<file path="src/hdl/led_effect_params.svh">
// Offsets, field positions, reset values and timing counts of the touch effect block
// Operation
// - Each time step count adds 20 ms
// - Ramp select bits 7:6 pick time 1-4
// - Bits 5:3 pick target brightness, 100 to 0
// - Bits 2:0 pick replays after release
// - Each effect A register drives its output group; outputs 4-6 effect B is stored and read back only
// - Effects disabled ignores effect registers entirely
`ifndef LED_EFFECT_PARAMS_SVH
`define LED_EFFECT_PARAMS_SVH

`define OFS_EFFECT_TIME_SECOND      8'h03
`define OFS_EFFECT_TIME_THIRD       8'h04
`define OFS_EFFECT_TIME_FOURTH      8'h05
`define OFS_OUTPUT0_EFFECT_A        8'h06
`define OFS_OUTPUTS123_EFFECT_A     8'h08
`define OFS_OUTPUTS456_EFFECT_A     8'h0A
`define OFS_OUTPUTS456_EFFECT_B     8'h0B
`define OFS_OUTPUTS789_EFFECT_A     8'h0C

`define RST_REG                     8'h00

`define FLD_RAMP_SEL_HI             7
`define FLD_RAMP_SEL_LO             6
`define FLD_UPPER_HI                5
`define FLD_UPPER_LO                3
`define FLD_REPLAY_HI               2
`define FLD_REPLAY_LO               0

`define EFFECT_STEP_MS              20
`define CLK_SYS_MHZ                 200
`define EFFECT_STEP_CYCLES          (`EFFECT_STEP_MS * 1000 * `CLK_SYS_MHZ)
`define PERCENT_STEPS               100
`define SUBSTEP_CYCLES              (`EFFECT_STEP_CYCLES / `PERCENT_STEPS)

`endif

</file>
<file path="src/hdl/led_effect_pkg.sv">
// Types shared by the touch effect block
`default_nettype none
package led_effect_pkg;

  typedef enum logic [1:0] {
    PH_IDLE = 2'b00,
    PH_RAMP = 2'b01,
    PH_HOLD = 2'b10
  } phase_e;

  typedef logic [6:0] level_t;

  typedef struct packed {
    logic [7:0] addr;
    logic [7:0] wdata;
    logic       wr;
  } reg_req_s;

  typedef struct packed {
    logic [7:0] time_second;
    logic [7:0] time_third;
    logic [7:0] time_fourth;
    logic [3:0][7:0] effect_a;
    logic [7:0] outputs456_b;
  } regs_s;

endpackage : led_effect_pkg
`default_nettype wire

</file>
<file path="src/hdl/led_effect_timing_intensity.sv">
// Touch LED effect sequencer: registers, ramps, replays and PWM on ten outputs
`default_nettype none
`include "led_effect_params.svh"

module led_effect_timing_intensity
  import led_effect_pkg::*;
#(
  parameter int SUBSTEP_CYCLES = `SUBSTEP_CYCLES
) (
  input  wire logic       CLK_SYS,
  input  wire logic       RESET,
  input  wire reg_req_s   REG_REQ,
  output var  logic [7:0] REG_RD_DATA,
  input  wire logic       TOUCH_EFFECT_EN,
  input  wire logic [9:0] BUTTON_TOUCH,
  input  wire logic [7:0] EFFECT_TIME_FIRST,
  output var  logic [9:0] DRIVEN_OUTPUT_N
);

  localparam level_t FULL = 7'(`PERCENT_STEPS);

  // Sub-step counter is only 16 bits wide
  if (SUBSTEP_CYCLES < 1 || SUBSTEP_CYCLES > 65535) begin : g_bad_substep
    $error("SUBSTEP_CYCLES out of range");
  end

  typedef struct packed {
    regs_s                regs;
    logic [9:0][1:0]      phase;
    logic [9:0][6:0]      level;
    logic [9:0][15:0]     acc;
    logic [9:0][6:0]      span;
    logic [9:0][2:0]      replays;
    logic [9:0]           touch_prev;
    logic [15:0]          sub_cnt;
    logic [6:0]           pwm_cnt;
    logic [9:0]           out_n;
    logic [7:0]           rd_data;
  } state_s;

  state_s s_r;
  state_s s_nxt;

  // Output index to its effect register
  function automatic logic [1:0] group_of(input int idx);
    if (idx == 0)     group_of = 2'd0;
    else if (idx < 4) group_of = 2'd1;
    else if (idx < 7) group_of = 2'd2;
    else              group_of = 2'd3;
  endfunction : group_of

  function automatic level_t upper_pct(input logic [2:0] code);
    case (code)
      3'b000:  upper_pct = 7'd100;
      3'b001:  upper_pct = 7'd90;
      3'b010:  upper_pct = 7'd80;
      3'b011:  upper_pct = 7'd65;
      3'b100:  upper_pct = 7'd50;
      3'b101:  upper_pct = 7'd40;
      3'b110:  upper_pct = 7'd20;
      default: upper_pct = 7'd0;
    endcase
  endfunction : upper_pct

  // Undefined codes give no replay
  function automatic logic [2:0] replay_count(input logic [2:0] code);
    case (code)
      3'b000:  replay_count = 3'd0;
      3'b001:  replay_count = 3'd1;
      3'b010:  replay_count = 3'd2;
      3'b011:  replay_count = 3'd4;
      3'b100:  replay_count = 3'd6;
      default: replay_count = 3'd0;
    endcase
  endfunction : replay_count

  always_comb begin
    logic [7:0]  cfg;
    logic [7:0]  dur;
    logic [15:0] dur_sub;
    level_t      tgt;
    level_t      delta;
    logic [15:0] acc_sum;
    logic        sub_tick;
    logic        rise;
    logic        fall;
    level_t      step;
    cfg      = 8'h00;
    dur      = 8'h00;
    dur_sub  = 16'h0000;
    tgt      = 7'd0;
    delta    = 7'd0;
    acc_sum  = 16'h0000;
    rise     = 1'b0;
    fall     = 1'b0;
    step     = 7'd0;
    s_nxt    = s_r;
    sub_tick = (s_r.sub_cnt == 16'(SUBSTEP_CYCLES - 1));
    s_nxt.sub_cnt = sub_tick ? 16'h0000 : s_r.sub_cnt + 16'h0001;
    // PWM frame of one hundred clocks, one clock per percent
    s_nxt.pwm_cnt = (s_r.pwm_cnt == FULL - 7'd1) ? 7'd0 : s_r.pwm_cnt + 7'd1;

    if (REG_REQ.wr) begin
      case (REG_REQ.addr)
        `OFS_EFFECT_TIME_SECOND:  s_nxt.regs.time_second  = REG_REQ.wdata;
        `OFS_EFFECT_TIME_THIRD:   s_nxt.regs.time_third   = REG_REQ.wdata;
        `OFS_EFFECT_TIME_FOURTH:  s_nxt.regs.time_fourth  = REG_REQ.wdata;
        `OFS_OUTPUT0_EFFECT_A:    s_nxt.regs.effect_a[0]  = REG_REQ.wdata;
        `OFS_OUTPUTS123_EFFECT_A: s_nxt.regs.effect_a[1]  = REG_REQ.wdata;
        `OFS_OUTPUTS456_EFFECT_A: s_nxt.regs.effect_a[2]  = REG_REQ.wdata;
        `OFS_OUTPUTS456_EFFECT_B: s_nxt.regs.outputs456_b = REG_REQ.wdata;
        `OFS_OUTPUTS789_EFFECT_A: s_nxt.regs.effect_a[3]  = REG_REQ.wdata;
        default: ;
      endcase
    end
    case (REG_REQ.addr)
      `OFS_EFFECT_TIME_SECOND:  s_nxt.rd_data = s_r.regs.time_second;
      `OFS_EFFECT_TIME_THIRD:   s_nxt.rd_data = s_r.regs.time_third;
      `OFS_EFFECT_TIME_FOURTH:  s_nxt.rd_data = s_r.regs.time_fourth;
      `OFS_OUTPUT0_EFFECT_A:    s_nxt.rd_data = s_r.regs.effect_a[0];
      `OFS_OUTPUTS123_EFFECT_A: s_nxt.rd_data = s_r.regs.effect_a[1];
      `OFS_OUTPUTS456_EFFECT_A: s_nxt.rd_data = s_r.regs.effect_a[2];
      `OFS_OUTPUTS456_EFFECT_B: s_nxt.rd_data = s_r.regs.outputs456_b;
      `OFS_OUTPUTS789_EFFECT_A: s_nxt.rd_data = s_r.regs.effect_a[3];
      default:                  s_nxt.rd_data = 8'h00;
    endcase

    s_nxt.touch_prev = BUTTON_TOUCH;
    for (int i = 0; i < 10; i++) begin
      cfg  = s_r.regs.effect_a[group_of(i)];
      case (cfg[`FLD_RAMP_SEL_HI:`FLD_RAMP_SEL_LO])
        2'b00:   dur = EFFECT_TIME_FIRST;
        2'b01:   dur = s_r.regs.time_second;
        2'b10:   dur = s_r.regs.time_third;
        default: dur = s_r.regs.time_fourth;
      endcase
      // Duration in sub-steps: one step is 20 ms, split into 100 parts
      dur_sub = 16'(dur) * 16'(`PERCENT_STEPS);
      tgt   = upper_pct(cfg[`FLD_UPPER_HI:`FLD_UPPER_LO]);
      delta = (tgt > s_r.level[i]) ? tgt - s_r.level[i] : s_r.level[i] - tgt;
      // Span is fixed at ramp start; a shrinking distance would give an exponential fade
      step    = (s_r.span[i] == 7'd0) ? 7'd1 : s_r.span[i];
      acc_sum = s_r.acc[i] + 16'(step);
      rise  = BUTTON_TOUCH[i] & ~s_r.touch_prev[i];
      fall  = ~BUTTON_TOUCH[i] & s_r.touch_prev[i];

      if (!TOUCH_EFFECT_EN) begin
        // Plain on/off follow; effect settings carry no weight here
        s_nxt.level[i]   = BUTTON_TOUCH[i] ? FULL : 7'd0;
        s_nxt.phase[i]   = PH_IDLE;
        s_nxt.acc[i]     = 16'h0000;
        s_nxt.replays[i] = 3'd0;
      end else if (rise) begin
        s_nxt.phase[i]   = PH_RAMP;
        s_nxt.span[i]    = delta;
        s_nxt.acc[i]     = 16'h0000;
        s_nxt.replays[i] = 3'd0;
      end else if (fall) begin
        // Replays start from dark; a count of zero just turns off
        s_nxt.replays[i] = replay_count(cfg[`FLD_REPLAY_HI:`FLD_REPLAY_LO]);
        s_nxt.span[i]    = tgt;
        s_nxt.level[i]   = 7'd0;
        s_nxt.acc[i]     = 16'h0000;
        s_nxt.phase[i]   = (replay_count(cfg[`FLD_REPLAY_HI:`FLD_REPLAY_LO]) != 3'd0)
                           ? PH_RAMP : PH_IDLE;
      end else begin
        case (phase_e'(s_r.phase[i]))
          PH_RAMP: begin
            if (s_r.level[i] == tgt) begin
              if (BUTTON_TOUCH[i]) begin
                s_nxt.phase[i] = PH_HOLD;
              end else if (s_r.replays[i] > 3'd1) begin
                s_nxt.replays[i] = s_r.replays[i] - 3'd1;
                s_nxt.span[i]    = tgt;
                s_nxt.level[i]   = 7'd0;
                s_nxt.acc[i]     = 16'h0000;
              end else begin
                s_nxt.replays[i] = 3'd0;
                s_nxt.level[i]   = 7'd0;
                s_nxt.phase[i]   = PH_IDLE;
              end
            end else if (dur == 8'h00) begin
              s_nxt.level[i] = tgt;
            end else if (sub_tick) begin
              // Error accumulator spreads the percent steps evenly over the duration
              if (acc_sum >= dur_sub) begin
                s_nxt.acc[i]   = acc_sum - dur_sub;
                s_nxt.level[i] = (tgt > s_r.level[i]) ? s_r.level[i] + 7'd1
                                                      : s_r.level[i] - 7'd1;
              end else begin
                s_nxt.acc[i]   = acc_sum;
              end
            end
          end
          PH_HOLD: begin
            // Target change while held is followed at once
            s_nxt.level[i] = tgt;
          end
          PH_IDLE: ;
          default: s_nxt.phase[i] = PH_IDLE;
        endcase
      end
      s_nxt.out_n[i] = ~(s_r.pwm_cnt < s_r.level[i]);
    end
  end

  always_ff @(posedge CLK_SYS) begin
    if (RESET) begin
      s_r                   <= '0;
      s_r.regs.time_second  <= `RST_REG;
      s_r.regs.time_third   <= `RST_REG;
      s_r.regs.time_fourth  <= `RST_REG;
      s_r.regs.effect_a     <= {4{`RST_REG}};
      s_r.regs.outputs456_b <= `RST_REG;
      s_r.out_n             <= 10'h3FF;
    end else begin
      s_r <= s_nxt;
    end
  end

  assign REG_RD_DATA     = s_r.rd_data;
  assign DRIVEN_OUTPUT_N = s_r.out_n;

endmodule : led_effect_timing_intensity
`default_nettype wire

</file>
<file path="config.mk">
export PLATFORM = sky130hd
export DESIGN_NAME = led_effect_timing_intensity
export DESIGN_NICKNAME = d
export VERILOG_FILES = /design/src/hdl/led_effect_pkg.sv /design/src/hdl/led_effect_timing_intensity.sv
export VERILOG_INCLUDE_DIRS = /design/src /design/src/hdl
export SDC_FILE = /design/constraint.sdc
export NUM_CORES = 2
export LEC_CHECK = 0
export BUFFER_PORTS_ARGS = -buffer_cell sky130_fd_sc_hd__buf_2
export CAP_MARGIN = 20
export CORE_MARGIN = 3
export CORE_UTILIZATION = 34
export CTS_CLUSTER_SIZE = 10
export DETAILED_ROUTE_END_ITERATION = 8
export PLACE_DENSITY_LB_ADDON = 0.25
export REMOVE_ABC_BUFFERS = 1
export SKIP_LAST_GASP = 1
export SLEW_MARGIN = 0
export SYNTH_ARGS = -nofsm -noshare
export SYNTH_HDL_FRONTEND = slang
export SYNTH_SLANG_ARGS = --single-unit
</file>
<file path="constraint.sdc">
create_clock -name CLK_SYS -period 12.25 [get_ports CLK_SYS]
set_input_delay 1.8375 -clock CLK_SYS [delete_from_list [all_inputs] [get_ports CLK_SYS]]
set_output_delay 1.8375 -clock CLK_SYS [all_outputs]
set_load 0.05 [all_outputs]
</file>
* After elaboration in Yosys (flattened, before gate mapping)
Index checks and enable logic that the tools add are counted.
Operators by class: reduce and logical (&&, ||, !) cells 203, $lt $le $gt $ge 40, bitwise operators 51, add/subtract/negate cells 72, $mul 4, equal/unequal tests 248, muxes and demuxes 413
Operators with widths (count):
- 2-to-1 mux 7 bit | 180
- 2-to-1 mux 16 bit | 60
- 2-to-1 mux 3 bit | 80
- one-hot mux 7 bit (7 select lines) | 4
- adder 16 x 7 -> 16 bit | 10
- >= comparator 16 x 15 -> 1 bit | 10
- subtractor 16 x 15 -> 16 bit | 10
- AND reduction 5 bit | 30
- one-hot mux 7 bit (2 select lines) | 10
- subtractor 7 bit | 20
- != test 6 bit (second input constant) | 20
- nonzero test 3 bit | 40
- != test 5 bit (second input constant) | 20
- one-hot mux 8 bit (3 select lines) | 4
- AND reduction 3 bit | 30
- 2-to-1 mux 2 bit | 40
- != test 4 bit (second input constant) | 20
- adder 7 x 1 -> 7 bit (second input constant) | 11
- != test 2 x 1 -> 1 bit (second input constant) | 36
- == test 7 bit | 10
- greater-than comparator 7 bit | 10
- logical NOT 7 bit | 10
- < comparator 7 bit | 10
- subtractor 7 x 1 -> 7 bit (second input constant) | 10
- other kinds (32) | 346
Word-level totals: register bits 465, input bits 38, output and inout port bits 18, word-level logic and storage cells 1104

* Longest topological paths before layout
word-level depth 12, mapped depth 26, gate-level depth less buffers 24

* Worst setup path after synthesis
OpenSTA, ideal clock, no wires.
path kind input-to-reg, start in EFFECT_TIME_FIRST[2], end reg s_r[228] in the netlist's numbering, arrival time 7.115 ns, buffers on the path 3, stages on the path 24, library setup time 0.128 ns, slack 5.007 ns, data required time 12.122 ns, path through mux4_2 -> buf_2 -> buf_2 -> ha_1 -> ha_1 -> inv_1 -> fa_1 -> inv_1 -> ha_1 -> o21ai_0 -> o21ai_0 -> a211oi_2 -> inv_1 -> ha_1 -> nand4_1 -> nor3_1 -> nand2_1 -> o311a_1 -> o221ai_1 -> a221oi_1 -> nor2_1 -> clkbuf_1 -> mux2i_1 -> o21ai_0
On the way: longest elaborated chain between the ends 7, elaborated cells between the ends (all ways) 11, those cells by class 1 x add/sub; 1 x mul; 1 x order compare; 1 x eq/ne; 5 x mux; 2 x reduce/logical
Ends and longest elaborated chain:
- start: declaration | RTL line led_effect_timing_intensity.sv:16 | input wire logic [7:0] EFFECT_TIME_FIRST,
- one-hot mux 8 bit (3 select lines) (*) | RTL line led_effect_timing_intensity.sv:131 | case (cfg[`FLD_RAMP_SEL_HI:`FLD_RAMP_SEL_LO])
- multiplier 8 x 5 -> 13 bit | RTL line led_effect_timing_intensity.sv:138 | dur_sub = 16'(dur) * 16'(`PERCENT_STEPS);
- subtractor 16 x 15 -> 16 bit / >= comparator 16 x 15 -> 1 bit (equally long branches) | RTL line led_effect_timing_intensity.sv:187, led_effect_timing_intensity.sv:186
- 2-to-1 mux 16 bit | RTL line led_effect_timing_intensity.sv:186 | if (acc_sum >= dur_sub) begin
- 2-to-1 mux 16 bit | RTL line led_effect_timing_intensity.sv:184 | end else if (sub_tick) begin
- 2-to-1 mux 16 bit | RTL line led_effect_timing_intensity.sv:182 | end else if (dur == 8'h00) begin
- 2-to-1 mux 16 bit | RTL line led_effect_timing_intensity.sv:169 | if (s_r.level[i] == tgt) begin
- end signal: assignment | RTL line led_effect_timing_intensity.sv:217 | s_r <= s_nxt;
- end: declaration | RTL line led_effect_timing_intensity.sv:41 | state_s s_r;
Mark *: on every way between the ends. The rest lies on a longest branch, timed or not. The select of a mux whose other input is x is not followed. A chain may end at the register's enable or synchronous reset.

* Worst setup path after layout
start in EFFECT_TIME_FIRST[2], end reg s_r[328] in the netlist's numbering
On the way: longest elaborated chain between the ends 8, elaborated cells between the ends (all ways) 13, those cells by class 1 x mul; 1 x order compare; 2 x eq/ne; 7 x mux; 2 x reduce/logical
Ends and longest elaborated chain (RTL line):
- one-hot mux 8 bit (3 select lines) (*) | led_effect_timing_intensity.sv:131
- branches (longest 7 deep; another with >= comparator 16 x 15 -> 1 bit)
Mark *: on every way between the ends. The select of a mux whose other input is x is not followed.

==> key figures <==
Logic synthesis
  • Post-Syn Area: 46630 µm²
  • Register area share after synthesis: 0.1996
  • Yosys warning count: 0
  • Synthesized instance count: 5920
  • Ys flop type: dfxtp_1
  • Async SR Flop Fraction: 0
  • Post-synth EDFFs: 0
  • Post-synthesis register bit count: 465
  • Cell variety after synth: 96
  • Syn Area/Cell: 7.877 µm²

Clock tree
  • CTS tree: done
  • # hold bufs at CTS: 0
  • Clock sinks: 465
  • Clk slew on worst S/H paths: 0.06 ns
  • Total CTS buffers: 66
  • CTS Buffer Depth: 3
  • CTS root buffer: clkbuf_16
  • Clk_lat worst skew: 0.65 ns
  • CTS resizes: 0
  • Post-CTS Setup Repair Bufs: 0
  • CTS H-tree depth: 3

Drt
  • Routed Antenna Nets: 0
  • DR vias/cell: 5.541
  • WL final: 146300 µm
  • Wirelength per Cell: 19.09 µm
  • Initial detailed-routing violation count: 3111
  • DR vias: 42463
  • Drt pass-1 iters: 8
  • DRC errors left: 0

Setup path
  • Worst-path maximum fanout: 22
  • Arrival time worst endpoint: 8.53 ns
  • R2r setup slk: 4.75 ns
  • Crit path capture type: flip-flop
  • Startpoint class of the critical path: primary input
  • Critical path class: in2reg
  • Required time of the critical path: 12.81 ns

STA
  • Worst Tran Pin Value: 1.021 ns
  • Fin. Hold Viols: 0
  • Final hold slack: 0.4564 ns
  • # setup viols final: 0
  • Final Slew Violations: 0
  • Worst slew margin: 0.3102
  • FMAX: 0.1255 GHz
  • RSZ-0062 raised after global routing: no
  • Setup_tns: 0 ns
  • Clock Skews: 0.02909 ns
  • Final worst path period share: 0.6506
  • Fin crit period: 7.970 ns

GRT
  • First-pass GRT wire length: 230200 µm
  • Antenna violations before repair: 15
  • Vias in the first global route: 40526
  • All-layer global routing usage: 0.2009
  • Remaining global-route overflow: 0
  • Largest net degree at the start of global routing: 75

Layout
  • Nets: 6556
  • Layout overhead on the synthesized area: 8.862%
  • Fraction of layout cells with a size suffix above 1: 0.06235
  • Commonest non-fill, non-tap cell in the layout: ha_1
  • Most frequent cells in the layout: 631 x ha_1, 591 x nor2_1, 469 x nand2_1
  • Design Area, Final: 50760 µm²
  • Util after Layout: 0.3738

Worst hold path
  • Hold WC Path Type: reg2reg

Floorplanning
  • Row count: 135
  • CORE AREA: 135800 µm²
  • Die H: 376.3 µm
  • IO Count: 56
  • Die width: 376.3 µm
  • Initial Util: 0.3434
  • Die area: 141600 µm²

Place
  • Post-DP HPWL: 110600 µm
  • Port Buf Inserts: 55
  • Global placement routability congestion: 0.8964
  • Dpl cell area: 48510 µm²

Power
  • Worst vdd ir: 0.08859 mV
  • PD cells: 104.0 nW/µm²
  • Static Leak: 21.42 nW

Outcome
  • Outcome: completed

Job
  • Max Cap Viol: 0
registers in the layout (all words and copies together), names as in the netlist:
name and count:
s_r 447, DRIVEN_OUTPUT_N 10, REG_RD_DATA 8
synth_stat cells (all sizes together) (23+ instances only):
cell type	n	area, µm²
a211oi	120	915.9
a21boi	31	232.7
a21o	131	983.4
a21oi	444	2226
a22oi	52	390.4
a31oi	55	344.1
and2	30	187.7
and3	37	231.5
and4	28	245.2
buf	60	326.6
clkbuf	222	834.6
dfxtp	465	9309
fa	62	1241
ha	631	7895
inv	344	1291
mux2	41	461.7
mux2i	148	1481
mux4	37	833.3
nand2	470	1767
nand2b	96	600.6
nand3	127	635.6
nand4	50	312.8
nor2	591	2218
nor2b	92	583.1
nor3	147	735.7
nor4	40	250.2
o211ai	23	172.7
o21a	58	435.4
o21ai	403	2017
o21bai	43	322.8
o22ai	27	168.9
o31ai	26	200.2
or2	28	175.2
or3	70	437.9
xnor2	271	2374
xor2	149	1305
area by class of cell:
cell class                 instances  area [µm²]
fill                           14120       85040
multi-input combinational       4829       34920
sequential                       465        9309
tap                             1781        2228
clock buffer                      91        1926
inverter                         344        1291
timing repair buffer             119       777.0
clock inverter                    22       277.8
antenna                           13       32.53
critical path, cell delays in order:
cell and delay (ns):
buf_2 0.18, mux4_2 0.76, ha_1 0.39, ha_1 0.28
inv_1 0.05, fa_1 0.50, inv_1 0.04, ha_1 0.33
a31oi_1 0.29, nand2_1 0.08, a21o_1 0.18, a21oi_1 0.17
xor2_1 0.43, ha_1 0.32, nand3_1 0.12, a2111oi_0 0.51
o21ai_0 0.16, o21ai_0 0.19, o211a_1 0.67, a221o_1 0.28
o31ai_1 0.07, buf_4 0.19, or3_1 0.35, a21oi_1 0.12
through the flow:
stage          total power [W]  instances  setup WS [ns]
2_1_floorplan         0.002867       5638          4.045
3_3_place_gp          0.003283       7536          3.684
3_5_place_dp          0.003296       7536          3.735
4_1_cts               0.005325       7649          4.366
5_1_grt               0.005592       7654          3.897
6_report              0.005278       7664          4.280
where the power goes:
group	switching [W]	internal, W
Clock	0.000822	0.00117
Sequential	0.0000448	0.00155
Combinational	0.00101	0.000671
Total	0.00188	0.00340
logic make-up (layout without fill, tap and decap cells):
family          count (synthesis)  after routing  synth area share
buf+inv                       626            576           0.05259
mux                           226            226           0.05954
compound gates               1596           1596            0.2169
simple gates                 1877           1877            0.1924
xor+xnor                      422            422           0.07985
other cells                     0             13                 0
flops                         465            465            0.1996
fa+ha+maj                     708            708            0.1991
per-layer routing:
layer / track usage / share of wire / vias up
li1: - / - / 21024
met4: 0.05651 / 0.023 / 0
met3: 0.03001 / 0.053 / 181
met2: 0.3257 / 0.45 / 1006
met1: 0.2762 / 0.48 / 20252
met5: 0 / 0 / -
worst paths after layout:
kind	end	cells past startpoint	from
min reg2reg	s_r[300]	2	s_r[300]
max reg2reg	s_r[328]	23	s_r[423]
max	s_r[328]	24	EFFECT_TIME_FIRST[2]
min	s_r[300]	2	s_r[300]
Note: power is estimated with default switching activity, not from simulation.
